File: src/pkg/irq_gate_map.svh
// Register offsets, field positions, reset values and source indices of the interrupt gate.
`ifndef IRQ_GATE_MAP_SVH
`define IRQ_GATE_MAP_SVH

// ----------------------------------------------------------------
// Register offsets and reset values
// ----------------------------------------------------------------
`define PWM_OUT_EN_ADDR 8'h9e
`define PWM_CLR_CH2_ADDR 8'h9f
`define MAIN_IRQ_EN_ADDR 8'ha8
`define EXT_IRQ_EN_ADDR 8'ha9
`define REG_RESET 8'h00
`define MAIN_IRQ_EN_WMASK 8'hbf
`define PWM_CLR_CH2_WMASK 8'hbf

// ----------------------------------------------------------------
// Field positions
// ----------------------------------------------------------------
`define MAIN_PIN0_BIT 0
`define MAIN_T0_BIT 1
`define MAIN_PIN1_BIT 2
`define MAIN_T1_BIT 3
`define MAIN_UART1_BIT 4
`define MAIN_T2_BIT 5
`define MAIN_GLOBAL_BIT 7
`define EXT_T3_BIT 0
`define EXT_P1_BIT 1
`define EXT_PINLV_BIT 2
`define EXT_ADTK_BIT 3
`define EXT_SPI_BIT 4
`define EXT_UART2_BIT 5
`define EXT_I2C_BIT 6
`define EXT_PWM_BIT 7
`define PWMOE_CH0_BIT 6
`define PWMOE_CH1_BIT 7
`define PWM_CLEAR_AND_CH2_IRQ_EN_CH2_BIT 7

// ----------------------------------------------------------------
// Source indices of the flag and request vectors
// ----------------------------------------------------------------
`define SRC_COUNT 16
`define SRC_PIN0 0
`define SRC_T0 1
`define SRC_PIN1 2
`define SRC_T1 3
`define SRC_UART1 4
`define SRC_T2 5
`define SRC_T3 6
`define SRC_P1 7
`define SRC_PINLV 8
`define SRC_ADTK 9
`define SRC_SPI 10
`define SRC_UART2 11
`define SRC_I2C 12
`define SRC_PWM0 13
`define SRC_PWM1 14
`define SRC_PWM2 15

`endif

File: src/pkg/irq_gate_pkg.sv
// Types shared by the interrupt enable and wake gating block.
package irq_gate_pkg;

    typedef logic [7:0] byte_t;
    typedef logic [15:0] src_t;

    typedef struct packed {
        byte_t pwm_out_en;
        byte_t pwm_clr_ch2;
        byte_t main_irq_enable;
        byte_t extended_irq_enable;
        byte_t rdata;
        src_t req;
        logic wake_idle;
        logic wake_stop;
        logic wake_halt;
    } state_s;

endpackage

File: src/rtl/irq_gate.sv
// Interrupt enable registers, request gating and wake-up decision for the CPU core.
//
// Function
// - Global gate off masks all requests.
// - PWM channel needs own and group enable.
// - Channel 2 enable is clear register bit 7.
// - Channel 0 enable is output-enable register bit 6.
// - Pin 0/1 enables gate interrupt and wake.
// - Main register holds Timer0-2 and UART1 enables.
// - Extended register holds peripheral and PWM enables.
// - Pins 2-9/low-voltage enable gates irq and wake.
// - Port1 enable gates interrupt, never wake.
// - Timer3 enable gates irq and Halt wake.
// - Enables gate servicing, not flag setting.
// - Idle any, Stop pins, Halt pins plus Timer3.
`timescale 1ns/1ps
`default_nettype none
`include "irq_gate_map.svh"

module irq_gate (
    input wire logic sys_clk,
    input wire logic rst,
    input wire logic [7:0] sfr_addr,
    input wire logic sfr_wr,
    input wire logic [7:0] sfr_wdata,
    output logic [7:0] sfr_rdata,
    input wire logic [15:0] src_flag,
    input wire logic pins_2to9_wake_req,
    input wire logic port_one_wake_req,
    output logic [15:0] irq_req,
    output logic [5:0] pwm_out_en,
    output logic [5:0] pwm_clr,
    output logic wake_idle,
    output logic wake_stop,
    output logic wake_halt
);

    // ----------------------------------------------------------------
    // State
    // ----------------------------------------------------------------
    irq_gate_pkg::state_s s_q;
    irq_gate_pkg::state_s s_d;

    logic global_irq_gate;
    logic pin0_irq_wake_on;
    logic pin1_irq_wake_on;
    logic pins_2to9_lowvolt_irq_on;
    logic port_one_change_irq_on;
    logic timer_three_irq_wake_on;
    logic pwm_group_irq_on;
    logic pwm_ch0_irq_on;
    logic pwm_ch1_irq_on;
    logic pwm_ch2_irq_on;
    logic [15:0] src_en;
    logic [15:0] req_now;
    logic stop_wake_now;

    assign global_irq_gate = s_q.main_irq_enable[`MAIN_GLOBAL_BIT];
    assign pin0_irq_wake_on = s_q.main_irq_enable[`MAIN_PIN0_BIT];
    assign pin1_irq_wake_on = s_q.main_irq_enable[`MAIN_PIN1_BIT];
    assign pins_2to9_lowvolt_irq_on = s_q.extended_irq_enable[`EXT_PINLV_BIT];
    assign port_one_change_irq_on = s_q.extended_irq_enable[`EXT_P1_BIT];
    assign timer_three_irq_wake_on = s_q.extended_irq_enable[`EXT_T3_BIT];
    assign pwm_group_irq_on = s_q.extended_irq_enable[`EXT_PWM_BIT];
    assign pwm_ch0_irq_on = s_q.pwm_out_en[`PWMOE_CH0_BIT];
    assign pwm_ch1_irq_on = s_q.pwm_out_en[`PWMOE_CH1_BIT];
    assign pwm_ch2_irq_on = s_q.pwm_clr_ch2[`PWM_CLEAR_AND_CH2_IRQ_EN_CH2_BIT];

    // ----------------------------------------------------------------
    // Per-source enable map
    // ----------------------------------------------------------------
    always_comb
    begin
        src_en = 16'h0000;
        src_en[`SRC_PIN0] = pin0_irq_wake_on;
        src_en[`SRC_T0] = s_q.main_irq_enable[`MAIN_T0_BIT];
        src_en[`SRC_PIN1] = pin1_irq_wake_on;
        src_en[`SRC_T1] = s_q.main_irq_enable[`MAIN_T1_BIT];
        src_en[`SRC_UART1] = s_q.main_irq_enable[`MAIN_UART1_BIT];
        src_en[`SRC_T2] = s_q.main_irq_enable[`MAIN_T2_BIT];
        src_en[`SRC_T3] = timer_three_irq_wake_on;
        src_en[`SRC_P1] = port_one_change_irq_on;
        src_en[`SRC_PINLV] = pins_2to9_lowvolt_irq_on;
        src_en[`SRC_ADTK] = s_q.extended_irq_enable[`EXT_ADTK_BIT];
        src_en[`SRC_SPI] = s_q.extended_irq_enable[`EXT_SPI_BIT];
        src_en[`SRC_UART2] = s_q.extended_irq_enable[`EXT_UART2_BIT];
        src_en[`SRC_I2C] = s_q.extended_irq_enable[`EXT_I2C_BIT];
        src_en[`SRC_PWM0] = pwm_ch0_irq_on & pwm_group_irq_on;
        src_en[`SRC_PWM1] = pwm_ch1_irq_on & pwm_group_irq_on;
        src_en[`SRC_PWM2] = pwm_ch2_irq_on & pwm_group_irq_on;
    end

    // Flags are owned by the peripherals; nothing here ever clears or blocks their setting.
    assign req_now = src_flag & src_en & {16{global_irq_gate}};

    // Stop and Halt wake paths bypass the global gate so a sleeping core with interrupts off can still resume; Idle wake does not.
    // Port1 wake is qualified by its per-pin enables outside and ignores the change enable.
    assign stop_wake_now = (src_flag[`SRC_PIN0] & pin0_irq_wake_on)
                         | (src_flag[`SRC_PIN1] & pin1_irq_wake_on)
                         | (pins_2to9_wake_req & pins_2to9_lowvolt_irq_on)
                         | port_one_wake_req;

    function automatic logic hit(input logic [7:0] a, input logic [7:0] target);
        hit = (a == target);
    endfunction

    // ----------------------------------------------------------------
    // Register file, read mux and registered outputs
    // ----------------------------------------------------------------
    always_comb
    begin
        s_d = s_q;
        if (sfr_wr && hit(sfr_addr, `PWM_OUT_EN_ADDR))
        begin
            s_d.pwm_out_en = sfr_wdata;
        end
        else if (sfr_wr && hit(sfr_addr, `PWM_CLR_CH2_ADDR))
        begin
            s_d.pwm_clr_ch2 = sfr_wdata & `PWM_CLR_CH2_WMASK;
        end
        else if (sfr_wr && hit(sfr_addr, `MAIN_IRQ_EN_ADDR))
        begin
            s_d.main_irq_enable = sfr_wdata & `MAIN_IRQ_EN_WMASK;
        end
        else if (sfr_wr && hit(sfr_addr, `EXT_IRQ_EN_ADDR))
        begin
            s_d.extended_irq_enable = sfr_wdata;
        end
        if (hit(sfr_addr, `PWM_OUT_EN_ADDR))
        begin
            s_d.rdata = s_q.pwm_out_en;
        end
        else if (hit(sfr_addr, `PWM_CLR_CH2_ADDR))
        begin
            s_d.rdata = s_q.pwm_clr_ch2;
        end
        else if (hit(sfr_addr, `MAIN_IRQ_EN_ADDR))
        begin
            s_d.rdata = s_q.main_irq_enable;
        end
        else if (hit(sfr_addr, `EXT_IRQ_EN_ADDR))
        begin
            s_d.rdata = s_q.extended_irq_enable;
        end
        else
        begin
            s_d.rdata = 8'h00;
        end
        s_d.req = req_now;
        s_d.wake_idle = |req_now;
        s_d.wake_stop = stop_wake_now;
        s_d.wake_halt = stop_wake_now | (src_flag[`SRC_T3] & timer_three_irq_wake_on);
    end

    always_ff @(posedge sys_clk or posedge rst)
    begin
        if (rst)
        begin
            s_q <= '0;
        end
        else
        begin
            s_q <= s_d;
        end
    end

    assign sfr_rdata = s_q.rdata;
    assign irq_req = s_q.req;
    assign pwm_out_en = s_q.pwm_out_en[5:0];
    assign pwm_clr = s_q.pwm_clr_ch2[5:0];
    assign wake_idle = s_q.wake_idle;
    assign wake_stop = s_q.wake_stop;
    assign wake_halt = s_q.wake_halt;

    // ----------------------------------------------------------------
    // Assertions
    // ----------------------------------------------------------------
    property p_global_mask;
        @(posedge sys_clk) disable iff (rst)
        !s_q.main_irq_enable[7] |=> (irq_req == 16'h0000);
    endproperty
    a_global_mask: assert property (p_global_mask) else $error("request passed with global gate off");

    property p_pwm_group;
        @(posedge sys_clk) disable iff (rst)
        !s_q.extended_irq_enable[7] |=> (irq_req[15:13] == 3'h0);
    endproperty
    a_pwm_group: assert property (p_pwm_group) else $error("pwm request without group enable");

    property p_pwm2_pass;
        @(posedge sys_clk) disable iff (rst)
        (s_q.main_irq_enable[7] && s_q.extended_irq_enable[7] && s_q.pwm_clr_ch2[7]
            && src_flag[15]) |=> irq_req[15];
    endproperty
    a_pwm2_pass: assert property (p_pwm2_pass) else $error("pwm channel 2 request lost");

    property p_pwm0_block;
        @(posedge sys_clk) disable iff (rst)
        !s_q.pwm_out_en[6] |=> !irq_req[13];
    endproperty
    a_pwm0_block: assert property (p_pwm0_block) else $error("pwm channel 0 passed while off");

    property p_pin0_wake;
        @(posedge sys_clk) disable iff (rst)
        (src_flag[0] && s_q.main_irq_enable[0]) |=> (wake_stop && wake_halt);
    endproperty
    a_pin0_wake: assert property (p_pin0_wake) else $error("pin 0 did not wake");

    property p_write_main;
        @(posedge sys_clk) disable iff (rst)
        (sfr_wr && sfr_addr == `MAIN_IRQ_EN_ADDR) ##1 (sfr_addr == `MAIN_IRQ_EN_ADDR)
            |=> (sfr_rdata == ($past(sfr_wdata, 2) & `MAIN_IRQ_EN_WMASK));
    endproperty
    a_write_main: assert property (p_write_main) else $error("main enable readback wrong");

    property p_uart2_pass;
        @(posedge sys_clk) disable iff (rst)
        (s_q.main_irq_enable[7] && s_q.extended_irq_enable[5] && src_flag[11]) |=> irq_req[11];
    endproperty
    a_uart2_pass: assert property (p_uart2_pass) else $error("uart two request lost");

    property p_pinlv_wake;
        @(posedge sys_clk) disable iff (rst)
        (!s_q.main_irq_enable[7] && s_q.extended_irq_enable[2] && pins_2to9_wake_req)
            |=> wake_stop;
    endproperty
    a_pinlv_wake: assert property (p_pinlv_wake) else $error("pin group did not wake");

    property p_port1_wake;
        @(posedge sys_clk) disable iff (rst)
        (port_one_wake_req && !s_q.extended_irq_enable[1]) |=> (wake_stop && !irq_req[7]);
    endproperty
    a_port1_wake: assert property (p_port1_wake) else $error("port one wake mishandled");

    property p_t3_halt;
        @(posedge sys_clk) disable iff (rst)
        (src_flag[6] && s_q.extended_irq_enable[0]) |=> wake_halt;
    endproperty
    a_t3_halt: assert property (p_t3_halt) else $error("timer three did not wake halt");

    property p_idle_any;
        @(posedge sys_clk) disable iff (rst)
        (src_flag[1] && s_q.main_irq_enable[1] && s_q.main_irq_enable[7]) |=> wake_idle;
    endproperty
    a_idle_any: assert property (p_idle_any) else $error("enabled request missed idle wake");

    property p_and_form;
        @(posedge sys_clk) disable iff (rst)
        1'b1 |=> (irq_req & ~$past(src_flag)) == 16'h0000;
    endproperty
    a_and_form: assert property (p_and_form) else $error("request without flag");

    c_pwm2: cover property (@(posedge sys_clk) disable iff (rst) irq_req[15]);
    c_wake_no_gate: cover property (@(posedge sys_clk) disable iff (rst)
        wake_stop && !s_q.main_irq_enable[7]);
    c_t3_halt_only: cover property (@(posedge sys_clk) disable iff (rst) wake_halt && !wake_stop);

endmodule

`default_nettype wire

File: config.mk
export PLATFORM = sky130hd
export DESIGN_NAME = irq_gate
export DESIGN_NICKNAME = d
export VERILOG_FILES = /design/src/pkg/irq_gate_pkg.sv /design/src/rtl/irq_gate.sv
export VERILOG_INCLUDE_DIRS = /design/src /design/src/pkg
export SDC_FILE = /design/constraint.sdc
export NUM_CORES = 1
export LEC_CHECK = 0
export ABC_AREA = 1
export BUFFER_PORTS_ARGS = -buffer_cell sky130_fd_sc_hd__buf_2
export CELL_PAD_IN_SITES_DETAIL_PLACEMENT = 1
export CELL_PAD_IN_SITES_GLOBAL_PLACEMENT = 1
export CORE_ASPECT_RATIO = 0.8
export CORE_MARGIN = 5
export CORE_UTILIZATION = 39
export DETAILED_ROUTE_END_ITERATION = 16
export PLACE_DENSITY_LB_ADDON = 0.05
export SETUP_SLACK_MARGIN = 0.02
export SYNTH_ARGS = -nofsm -noshare
export SYNTH_HDL_FRONTEND = slang
export SYNTH_SLANG_ARGS = --single-unit
File: constraint.sdc
create_clock -name sys_clk -period 1.82 [get_ports sys_clk]
set_input_delay 0.091 -clock sys_clk [delete_from_list [all_inputs] [get_ports sys_clk]]
set_output_delay 0.091 -clock sys_clk [all_outputs]
set_load 0.02 [all_outputs]
==> out/summary.log, run 1 <==
[critical_path] family of cells with the greatest summed delay on the critical path flip-flops
[timing] min setup slack post-route 0.542 ns
[route] total wire length after detailed routing 6890 um
[critical_path] CP Class flip-flop to flip-flop
[route] top routing layer in use met4
[clocking] number of clock sinks seen by CTS 57
[synthesis] prevailing post-synth register cell sky130_fd_sc_hd__dfrtp_1
[global_routing] aggregate global-route resource usage 17.0%
[power] power density over cell area 841 nW/um^2
[floorplanning] overall die width 104 um
[global_routing] number of global-route vias before repair 2353
[timing] setup repair after global routing missed its margin no
[clocking] CTS tree built
[global_routing] initial antenna violation count 0
[synthesis] Commonest cells post-synth sky130_fd_sc_hd__nand2_1, sky130_fd_sc_hd__dfrtp_1, sky130_fd_sc_hd__nand3_1, sky130_fd_sc_hd__buf_4, sky130_fd_sc_hd__inv_1
[timing] worst slew pin tran 0.605 ns
[route] mean routed wirelength per cell 15.5 um
[synthesis] count of flip-flops with a built-in enable after synthesis 0
[global_routing] Overflow after GRT 0
[synthesis] register area share after synthesis 51.5%
[placed_design] hpwl dp 5200 um
[timing] worst slew slack as a fraction of its limit 59.6%
[run] MaxCap Viol Count 0
[synthesis] synthesized flop and latch total 57
[route] drt first pass iters 4
[floorplanning] number of top-level pins 76
[timing] final number of setup-violating endpoints 0
[timing] post-route minimum period 1.28 ns
[route] wire length on met3 372 um
[synthesis] cell type with the highest aggregate area in the netlist sky130_fd_sc_hd__dfrtp_1
[placed_design] PortBufs 75
[synthesis] Netlist Area Pre-Place 2770 sq um
[finish] count of inserted antenna diode cells 0
[floorplanning] Row Count 27
[clocking] number of H-tree levels 3
[finish] count of nets after finishing 390
[min_path] classification of the worst-slack hold path input pin to flip-flop
[route] Metal-1 WL 3200 um
[global_routing] wire length of the first global-routing pass 11800 um
[timing] upper clock frequency limit 782 MHz
[clocking] maximum buffer depth of the clock tree 2
[critical_path] cell type of the slowest stage on the worst timing path sky130_fd_sc_hd__dfrtp_1
[clocking] CTS root buffer sky130_fd_sc_hd__clkbuf_8
[timing] final hold vios 0
[finish] Register Area 1430 sq um
[critical_path] crit-path cells nand2_1, inv_1, nand3_1, nand3_1, nor2_1, nand2_1
[critical_path] critical path launch point type flip-flop
[synthesis] biggest area contributors in the synthesized netlist sky130_fd_sc_hd__dfrtp_1, sky130_fd_sc_hd__buf_4, sky130_fd_sc_hd__nand3_1
[synthesis] area share of the largest cell type after synthesis 51.5%
[synthesis] Post-synth ARST share 100%
[route] post-detailed-route count of antenna-violating nets 0
[timing] final slew viol count 0
[placed_design] final RePlAce weighted congestion 0.731
[clocking] clock-pin slew on the worst setup and hold paths 0.06 ns
[synthesis] post-synthesis instance total 294
[floorplanning] Die ar. 8900 sq um
[critical_path] worst path buffer plus inverter count 1
[clocking] Num CTS Buffers 9
[synthesis] Syn Area/Cell 9.42 sq um
[synthesis] most instantiated library cell after synthesis sky130_fd_sc_hd__nand2_1
[floorplanning] floorplan core area 6890 sq um
[critical_path] WP data required 2.09 ns
[route] count of unresolved DRC violations after routing 0
[global_routing] maximum number of pins on one net before global-route repair 34
[clocking] # resized after CTS 0
[finish] area overhead of the layout relative to synthesis 18.9%
[synthesis] syn_nets 331
[placed_design] minimum setup slack after placement 0.478 ns
[synthesis] synthesis warning total 0
[outcome] run status finished, final reports clean
[finish] area used by multi-input combinational logic 892 sq um
[route] amount of wire on met2 after detailed routing 3250 um
[route] via-per-instance ratio 4.66
[critical_path] endpoint class of the critical path flip-flop
[timing] TNS Setup 0 ns
[route] Via Count 2067
[finish] share of post-route cells with drive strength above 1 37.0%
[critical_path] biggest fanout along the worst timing path 16
[critical_path] arrival time at the worst endpoint 1.55 ns
[power] static leakage 1.88 nW
[critical_path] slowest cell delay on critical path 0.67 ns
[finish] final-layout fill cell count 829
[route] violation count after the first detailed-routing iteration 76
[floorplanning] initial core utilization 40.2%
[timing] final worst-path cycle share 70.2%
[power] worst vdd ir 0.000425 V
[clocking] clock latency reported for the late side of the worst-skew pair 0.33 ns
[floorplanning] die extent in y 85.4 um
[synthesis] number of distinct library cells after synthesis 18
[timing] worst clock skew 0.00742 ns
## cell type report
type | count | share of cell area [%]
Sequential cell | 57 | 43.3
Clock buffer | 13 | 4.83
Clock inverter | 2 | 1.14
Timing Repair Buffer | 91 | 16.4
Inverter | 34 | 3.88
Tap cell | 87 | 3.31
Multi-Input combinational cell | 160 | 27.1
## flip-flops by register name, indices dropped and copies added (netlist names), 6 cells and up
register    cells
s_q             9
pwm_out_en      6
sfr_rdata       8
pwm_clr         6
irq_req        16
## stage by stage
step / utilization (%) / std cells / power (mW) / area, sq um / hold slack (ns)
after global placement: 43.0 / 416 / 1.58 / 2970 / 0.196
after detailed placement: 43.0 / 416 / 1.58 / 2970 / 0.208
after floorplan: - / 294 / 1.49 / 2770 / 0.208
final: 47.8 / 444 / 2.77 / 3290 / 0.0184
after global routing: 47.8 / 444 / 2.91 / 3290 / 0.0165
after CTS: 47.8 / 444 / 2.81 / 3290 / 0.00738
## placed cells by master (no fill, tap or decap)
cell and instances:
sky130_fd_sc_hd__bufinv_16 1, sky130_fd_sc_hd__inv_2 2, sky130_fd_sc_hd__a21o_1 1, sky130_fd_sc_hd__nand3_4 1
sky130_fd_sc_hd__nand3_1 46, sky130_fd_sc_hd__nand4_1 9, sky130_fd_sc_hd__clkbuf_1 2, sky130_fd_sc_hd__nand3_2 2
sky130_fd_sc_hd__nor2_4 7, sky130_fd_sc_hd__clkbuf_8 11, sky130_fd_sc_hd__o21ai_2 22, sky130_fd_sc_hd__nand2_1 59
sky130_fd_sc_hd__dfrtp_1 57, sky130_fd_sc_hd__buf_4 2, sky130_fd_sc_hd__buf_2 75, sky130_fd_sc_hd__nor2_1 5
sky130_fd_sc_hd__inv_1 32, sky130_fd_sc_hd__a21oi_1 1, sky130_fd_sc_hd__clkinvlp_4 1, sky130_fd_sc_hd__dlygate4sd3_1 13
sky130_fd_sc_hd__nand2_2 7, sky130_fd_sc_hd__buf_12 1
## layer usage
layer | vias up | GRT usage (%)
met5 | - | 0
met4 | 0 | 4.94
met3 | 5 | 6.24
met2 | 45 | 26.9
met1 | 993 | 21.9
li1 | 1024 | -
## tightest hold or removal path: cells and delay by family
kind | cells | cell delay [ns]
buffers and inverters | 2 | 0.13
AND/OR/NAND/NOR | 1 | 0.09
## power by group
| group | internal [mW] | total, mW | switching [mW] |
|---|---|---|---|
| clock network | 0.701 | 1.19 | 0.491 |
| logic | 0.0941 | 0.237 | 0.143 |
| registers | 1.30 | 1.34 | 0.0362 |
## repair_timing
action | in CTS | in global routing
hold buffers | 13 | 0
buffers inserted | 0 | 0
hold endpoints to repair | 36 | 0
## kinds of logic (layout without fill, tap and decap cells)
kind of cell | after synthesis | after routing | share of synthesized area [%]
AOI/OAI and AO/OA | 24 | 24 | 7.41
DFF | 57 | 57 | 51.5
and+or+nand+nor | 136 | 136 | 24.8
buffers and inverters | 77 | 140 | 16.3
## path summary, 6_finish.rpt
path / start / end / slack, ns / depth (start not counted)
worst min register to register: pwm_out_en[2] / pwm_out_en[2] / 0.50 / 2
max in group asynchronous: rst / s_q[40] / 0.85 / 4
min in group asynchronous: rst / irq_req[10] / 0.37 / 3
worst max register to register: global_irq_gate / wake_idle / 0.54 / 6
worst min-delay path: src_flag[3] / irq_req[3] / 0.02 / 3
worst max-delay path: global_irq_gate / wake_idle / 0.54 / 6
(Power assumes the default switching activity.)
==> run 2: changes to the inputs <==
Settings changed: CORE_UTILIZATION 39 to 35.
Clock period 1.82 ns to 1.1 ns, I/O delays scaled along.
==> run 2 against run 1 <==
Net effect: maximum frequency is 16% higher; critical endpoint unchanged; count of clock-buffer cells in the layout shrank 1; hold slack got worse by 0.013 ns; routed wire length is 6.4% higher; die area up 10%; largest cell class unchanged; global-route usage is 0.40 points lower; the run now ends with setup timing left; combinational power grew 95%; clock skew grew 0.0010 ns; critical path depth increased by 1; sequential share of layout area fell by 4.4 points; critical path type unchanged; cell count rose by 11%.
==> out/summary.log, run 2 (same netlist as run 1, synthesis figures left out) <==
[placed_design] final RePlAce weighted congestion 0.736 [+0.67%]
[timing] final slew viol count 0 [unchanged]
[route] drt first pass iters 4 [unchanged]
[clocking] number of H-tree levels 3 [unchanged]
[floorplanning] initial core utilization 35.3% [-4.8 points]
[finish] most used cells in the layout excluding fill and tap cells sky130_fd_sc_hd__buf_2, sky130_fd_sc_hd__nand2_1, sky130_fd_sc_hd__dfrtp_1
[timing] upper clock frequency limit 905 MHz [+16%]
[critical_path] endpoint class of the critical path flip-flop
[power] worst vdd ir 0.000693 V [+63%]
[finish] most common library cell in the layout ignoring fill and taps sky130_fd_sc_hd__buf_2
[critical_path] critical path launch point type flip-flop
[placed_design] hpwl dp 5520 um [+6.2%]
[clocking] CTS tree built
[floorplanning] number of top-level pins 76 [unchanged]
[clocking] CTS root buffer sky130_fd_sc_hd__clkbuf_8
[min_path] classification of the worst-slack hold path input pin to flip-flop
[global_routing] Overflow after GRT 0 [unchanged]
[global_routing] aggregate global-route resource usage 16.6% [-0.40 points]
[clocking] clock latency reported for the late side of the worst-skew pair 0.33 ns [about the same]
[finish] area overhead of the layout relative to synthesis 32.4%
[power] total power 4.63 mW [+67%]
[clocking] number of clock sinks seen by CTS 57 [unchanged]
[critical_path] arrival time at the worst endpoint 1.33 ns [-0.22 ns]
[timing] setup repair after global routing missed its margin yes
[finish] count of inserted antenna diode cells 0 [unchanged]
[route] count of unresolved DRC violations after routing 0 [unchanged]
[timing] final hold vios 0 [unchanged]
[placed_design] minimum setup slack after placement -0.137 ns [-0.615 ns]
[route] post-detailed-route count of antenna-violating nets 0 [unchanged]
[route] Via Count 2212 [+7.0%]
[global_routing] maximum number of pins on one net before global-route repair 32 [-5.9%]
[clocking] Num CTS Buffers 9 [unchanged]
[finish] area used by multi-input combinational logic 972 sq um [+9.0%]
[finish] Register Area 1430 sq um [about the same]
[route] total wire length after detailed routing 7330 um [+6.4%]
[clocking] clock-pin slew on the worst setup and hold paths 0.07 ns [about the same]
[timing] min setup slack post-route -0.00486 ns [-0.547 ns]
[timing] worst slew pin tran 0.337 ns [-0.268 ns]
[timing] worst clock skew 0.00845 ns [+0.00104 ns]
[floorplanning] overall die width 109 um [+5.0%]
[global_routing] number of global-route vias before repair 2456 [+4.4%]
[timing] worst slew slack as a fraction of its limit 77.5% [+18 points]
[critical_path] CP Class flip-flop to flip-flop
[power] power density over cell area 1260 nW/um^2 [+50%]
[placed_design] post-placement cell count 453 [+8.9%]
[outcome] violations in the final reports setup timing
[timing] final worst-path cycle share 100% [+30 points]
[route] violation count after the first detailed-routing iteration 40 [-47%]
[global_routing] initial antenna violation count 0 [unchanged]
[floorplanning] Die ar. 9800 sq um [+10%]
[finish] count of nets after finishing 418 [+7.2%]
[route] via-per-instance ratio 4.49 [-3.6%]
[floorplanning] Row Count 29 [+7.4%]
[finish] share of post-route cells with drive strength above 1 44.4% [+7.4 points]
[floorplanning] die extent in y 89.6 um [+4.9%]
[placed_design] PortBufs 75 [unchanged]
[run] MaxCap Viol Count 0 [unchanged]
[power] static leakage 2.04 nW [+8.9%]
[outcome] run status finished with violations
[finish] final cell count without fillers 493 [+11%]
[critical_path] biggest fanout along the worst timing path 6 [-10]
[global_routing] wire length of the first global-routing pass 12200 um [+3.3%]
[clocking] maximum buffer depth of the clock tree 2 [unchanged]
[timing] post-route minimum period 1.10 ns [-0.173 ns]
[finish] final-layout fill cell count 952 [+15%]
[critical_path] WP data required 1.32 ns [-0.77 ns]
[floorplanning] floorplan core area 7840 sq um [+14%]
[route] mean routed wirelength per cell 14.9 um [-4.1%]
[finish] max reg flops 16 [unchanged]
[timing] final number of setup-violating endpoints 1 [+1]
## run 2: cell count changes in the layout (fill, tap and decap cells not counted), moves of 3 or more
cell,before,now
sky130_fd_sc_hd__buf_4,2,17
sky130_fd_sc_hd__nand3_1,46,35
sky130_fd_sc_hd__nand2_1,59,56
sky130_fd_sc_hd__dlygate4sd3_1,13,22
sky130_fd_sc_hd__nor2_1,5,2
sky130_fd_sc_hd__nand3_2,2,13
## run 2: final cells by class
| class | count | share of cell area [%] |
|---|---|---|
| Timing Repair Buffer | 119 | 22.0 |
| Inverter | 34 | 3.58 |
| Clock buffer | 12 | 4.23 |
| Multi-Input combinational cell | 160 | 26.5 |
| Clock inverter | 3 | 1.09 |
| Sequential cell | 57 | 38.9 |
| Tap cell | 108 | 3.68 |
## run 2: through the flow
step	instance area (sq um)	setup TNS, ns	utilization [%]	hold slack (ns)
floorplan	2780	0	-	0.142
global placement	3140	-0.0671	40.1	0.0533
detailed placement	3140	-0.238	40.1	0.0520
CTS	3570	-0.00489	45.6	0.00150
global route	3670	-0.0470	46.8	0.000901
finish	3670	-0.00486	46.8	0.00566
## run 2: report_power, final
group / total (mW) / internal, mW / switching, mW
registers: 2.21 / 2.16 / 0.0546
clock network: 1.96 / 1.15 / 0.808
logic: 0.463 / 0.201 / 0.262
## run 2: routing by layer
| metal | wire length [um] | track usage [%] | share of wire [%] | vias up |
|---|---|---|---|---|
| li1 | - | - | - | 1085 |
| met1 | 3280 | 20.9 | 45 | 1076 |
| met2 | 3640 | 28.0 | 50 | 46 |
| met3 | 357 | 5.34 | 4.9 | 5 |
| met4 | 48 | 3.40 | 0.65 | 0 |
| met5 | 0 | 0 | 0 | - |
## run 2: final timing paths
check | start | end | slack (ns) | depth (start not counted)
max | global_irq_gate | wake_idle | -0.005 | 7
min | src_flag[7] | irq_req[7] | 0.006 | 3
max reg2reg | global_irq_gate | wake_idle | -0.005 | 7
min reg2reg | pwm_out_en[1] | pwm_out_en[1] | 0.50 | 2
max in group asynchronous | rst | irq_req[6] | 0.38 | 4
min in group asynchronous | rst | irq_req[13] | 0.24 | 3
## run 2: what timing repair did
| item | in CTS | in global routing |
|---|---|---|
| hold buffers | 19 | 3 |
| buffers inserted | 3 | 0 |
| hold endpoints to repair | 59 | 3 |
| endpoints found under the setup margin | 7 | 2 |
| resized for setup | 7 | 18 |
| pin swaps | 2 | 4 |
## run 2: worst max-delay path, cell delays in order (launching register included)
cell and delay [ns]:
sky130_fd_sc_hd__dfrtp_2 0.43, sky130_fd_sc_hd__buf_6 0.15, sky130_fd_sc_hd__nand3_2 0.09, sky130_fd_sc_hd__nand2_2 0.06, sky130_fd_sc_hd__inv_1 0.06, sky130_fd_sc_hd__nand3_1 0.06
sky130_fd_sc_hd__nor2_1 0.09, sky130_fd_sc_hd__nand2_1 0.05
==> run 3: changes to the inputs <==
Settings changed: CORE_MARGIN 5 to not set, SKIP_LAST_GASP set to 1.
==> run 3 against run 2 <==
Net effect: the flow still finishes with violations (setup timing); hold slack improved by 0.0083 ns; combinational power is essentially flat; first-iteration DRC count grew 55%; cell count down 1.6%; routed wire length is 3.6% lower.
==> out/summary.log, run 3 (same netlist as run 1, synthesis figures left out) <==
[outcome] run status finished with violations
[outcome] violations in the final reports setup timing
[timing] worst clock skew 0.00514 ns [-0.00332 ns]
[finish] most common library cell in the layout ignoring fill and taps sky130_fd_sc_hd__buf_2
[finish] final cell count without fillers 485 [-1.6%]
[finish] most used cells in the layout excluding fill and tap cells sky130_fd_sc_hd__buf_2, sky130_fd_sc_hd__nand2_1, sky130_fd_sc_hd__dfrtp_1
[clocking] Num CTS Buffers 9 [unchanged]
[power] worst vdd ir 0.000515 V [-26%]
[critical_path] biggest fanout along the worst timing path 8 [+2]
[clocking] CTS tree built
[floorplanning] overall die width 101 um [-7.3%]
[global_routing] wire length of the first global-routing pass 11400 um [-6.6%]
[finish] max reg flops 16 [unchanged]
[placed_design] post-placement cell count 446 [-1.5%]
[timing] Hold Slack 0.0140 ns [+0.00834 ns]
[finish] area overhead of the layout relative to synthesis 31.5%
[min_path] depth of the worst hold-timing path 3 [unchanged]
[timing] min setup slack post-route -0.0365 ns [-0.0316 ns]
[run] MaxCap Viol Count 0 [unchanged]
[placed_design] PortBufs 75 [unchanged]
[critical_path] CP Class flip-flop to flip-flop
[clocking] CTS root buffer sky130_fd_sc_hd__clkbuf_8
[critical_path] WP data required 1.32 ns [about the same]
[timing] post-route minimum period 1.14 ns [+0.0316 ns]
[min_path] terminating pin of the worst hold path irq_req[4]
[timing] worst slew pin tran 0.371 ns [+0.0339 ns]
[critical_path] Worst Reg2Reg Path Length in Cells 5 [-2]
[timing] final slew viol count 0 [unchanged]
[global_routing] number of global-route vias before repair 2315 [-5.7%]
[global_routing] aggregate global-route resource usage 18.8% [+2.3 points]
[timing] worst slew slack as a fraction of its limit 75.2% [-2.3 points]
[global_routing] initial antenna violation count 0 [unchanged]
[min_path] classification of the worst-slack hold path input pin to flip-flop
[placed_design] hpwl dp 5270 um [-4.6%]
[floorplanning] Die ar. 8270 sq um [-16%]
[floorplanning] number of top-level pins 76 [unchanged]
[critical_path] arrival time at the worst endpoint 1.36 ns [+0.03 ns]
[min_path] hold_sp src_flag[4]
[critical_path] Reg-to-Reg End wake_idle
[clocking] maximum buffer depth of the clock tree 2 [unchanged]
[route] violation count after the first detailed-routing iteration 62 [+55%]
[route] via-per-instance ratio 4.48 [about the same]
[route] drt first pass iters 4 [unchanged]
[clocking] clock latency reported for the late side of the worst-skew pair 0.33 ns [about the same]
[floorplanning] initial core utilization 36.8% [+1.4 points]
[finish] count of inserted antenna diode cells 0 [unchanged]
[route] total wire length after detailed routing 7070 um [-3.6%]
[route] post-detailed-route count of antenna-violating nets 0 [unchanged]
[global_routing] Overflow after GRT 0 [unchanged]
[global_routing] maximum number of pins on one net before global-route repair 27 [-16%]
[route] mean routed wirelength per cell 14.6 um [-2.0%]
[timing] setup repair after global routing missed its margin yes
[power] power density over cell area 1270 nW/um^2 [+0.43%]
[route] Via Count 2174 [-1.7%]
[critical_path] register-to-register setup slack -0.04 ns [-0.03 ns]
[clocking] number of H-tree levels 3 [unchanged]
[critical_path] critical path launch point type flip-flop
[floorplanning] Row Count 28 [-3.4%]
[power] total power 4.62 mW [-0.25%]
[power] static leakage 2.01 nW [-1.4%]
[placed_design] final RePlAce weighted congestion 0.752 [+2.2%]
[floorplanning] floorplan core area 7530 sq um [-3.9%]
[finish] count of nets after finishing 413 [-1.2%]
[finish] final-layout fill cell count 882 [-7.4%]
[floorplanning] die extent in y 81.6 um [-8.9%]
[timing] upper clock frequency limit 880 MHz [-2.8%]
[timing] final number of setup-violating endpoints 1 [unchanged]
[clocking] clock-pin slew on the worst setup and hold paths 0.06 ns [about the same]
[critical_path] Crit Reg-Reg Startpoint global_irq_gate
[timing] final worst-path cycle share 103% [+2.9 points]
[timing] final hold vios 0 [unchanged]
[critical_path] endpoint class of the critical path flip-flop
[clocking] number of clock sinks seen by CTS 57 [unchanged]
[route] count of unresolved DRC violations after routing 0 [unchanged]
[finish] share of post-route cells with drive strength above 1 42.9% [-1.5 points]
-- run 3: stage by stage --
| step | setup slack [ns] | setup TNS (ns) | utilization, % | instance area [sq um] |
|---|---|---|---|---|
| floorplan | 0.0243 | 0 | - | 2780 |
| global placement | -0.0641 | -0.0841 | 41.4 | 3120 |
| detailed placement | -0.121 | -0.198 | 41.4 | 3120 |
| CTS | 0.00270 | 0 | 47.8 | 3600 |
| global route | -0.122 | -0.193 | 48.4 | 3640 |
| finish | -0.0365 | -0.0365 | 48.4 | 3640 |
-- run 3: how the worst max path moves through the flow --
| stage | start | to | cells past startpoint |
|---|---|---|---|
| finish | global_irq_gate | wake_idle | 5 |
| global route | global_irq_gate | wake_idle | 5 |
| CTS | global_irq_gate | wake_idle | 6 |
| detailed placement | global_irq_gate | wake_idle | 6 |
| global placement | global_irq_gate | wake_idle | 6 |
| floorplan | global_irq_gate | wake_idle | 6 |
-- run 3: worst max-delay path, cell delays in order, from the launching register on --
cell	delay, ns
sky130_fd_sc_hd__dfrtp_2	0.49
sky130_fd_sc_hd__buf_8	0.18
sky130_fd_sc_hd__nand3_4	0.06
sky130_fd_sc_hd__nand4_1	0.13
sky130_fd_sc_hd__nor2_2	0.12
sky130_fd_sc_hd__nand2_1	0.05
-- run 3: where the power goes --
group / switching [mW] / leakage (nW) / total, mW / internal (mW)
combinational: 0.260 / 1.13 / 0.464 / 0.203
clock: 0.791 / 0.102 / 1.94 / 1.15
sequential: 0.0594 / 0.785 / 2.22 / 2.16
total: 1.11 / 2.01 / 4.62 / 3.51
-- run 3: final cells by class --
class / instances / area [sq um] / area share [%]
Inverter: 34 / 131 / 3.61
Clock buffer: 12 / 155 / 4.26
Multi-Input combinational cell: 160 / 972 / 26.7
Sequential cell: 57 / 1430 / 39.2
Timing Repair Buffer: 114 / 785 / 21.5
Tap cell: 105 / 131 / 3.61
Clock inverter: 3 / 40.0 / 1.10
-- run 3: layer usage --
layer	vias to the layer above	global-route usage, %	part of all wire [%]
met1	1044	24.0	46
met5	-	0	0
met4	0	4.35	0.96
li1	1075	-	-
met2	47	31.5	49
met3	8	5.70	4.0
-- run 3: repair_timing --
item | in CTS | in global routing
hold buffers | 22 | 0
buffers inserted | 2 | 0
gates resized for setup | 13 | 9
hold endpoints to repair | 54 | 0
pin swaps | 8 | 4
setup endpoints to repair | 4 | 2
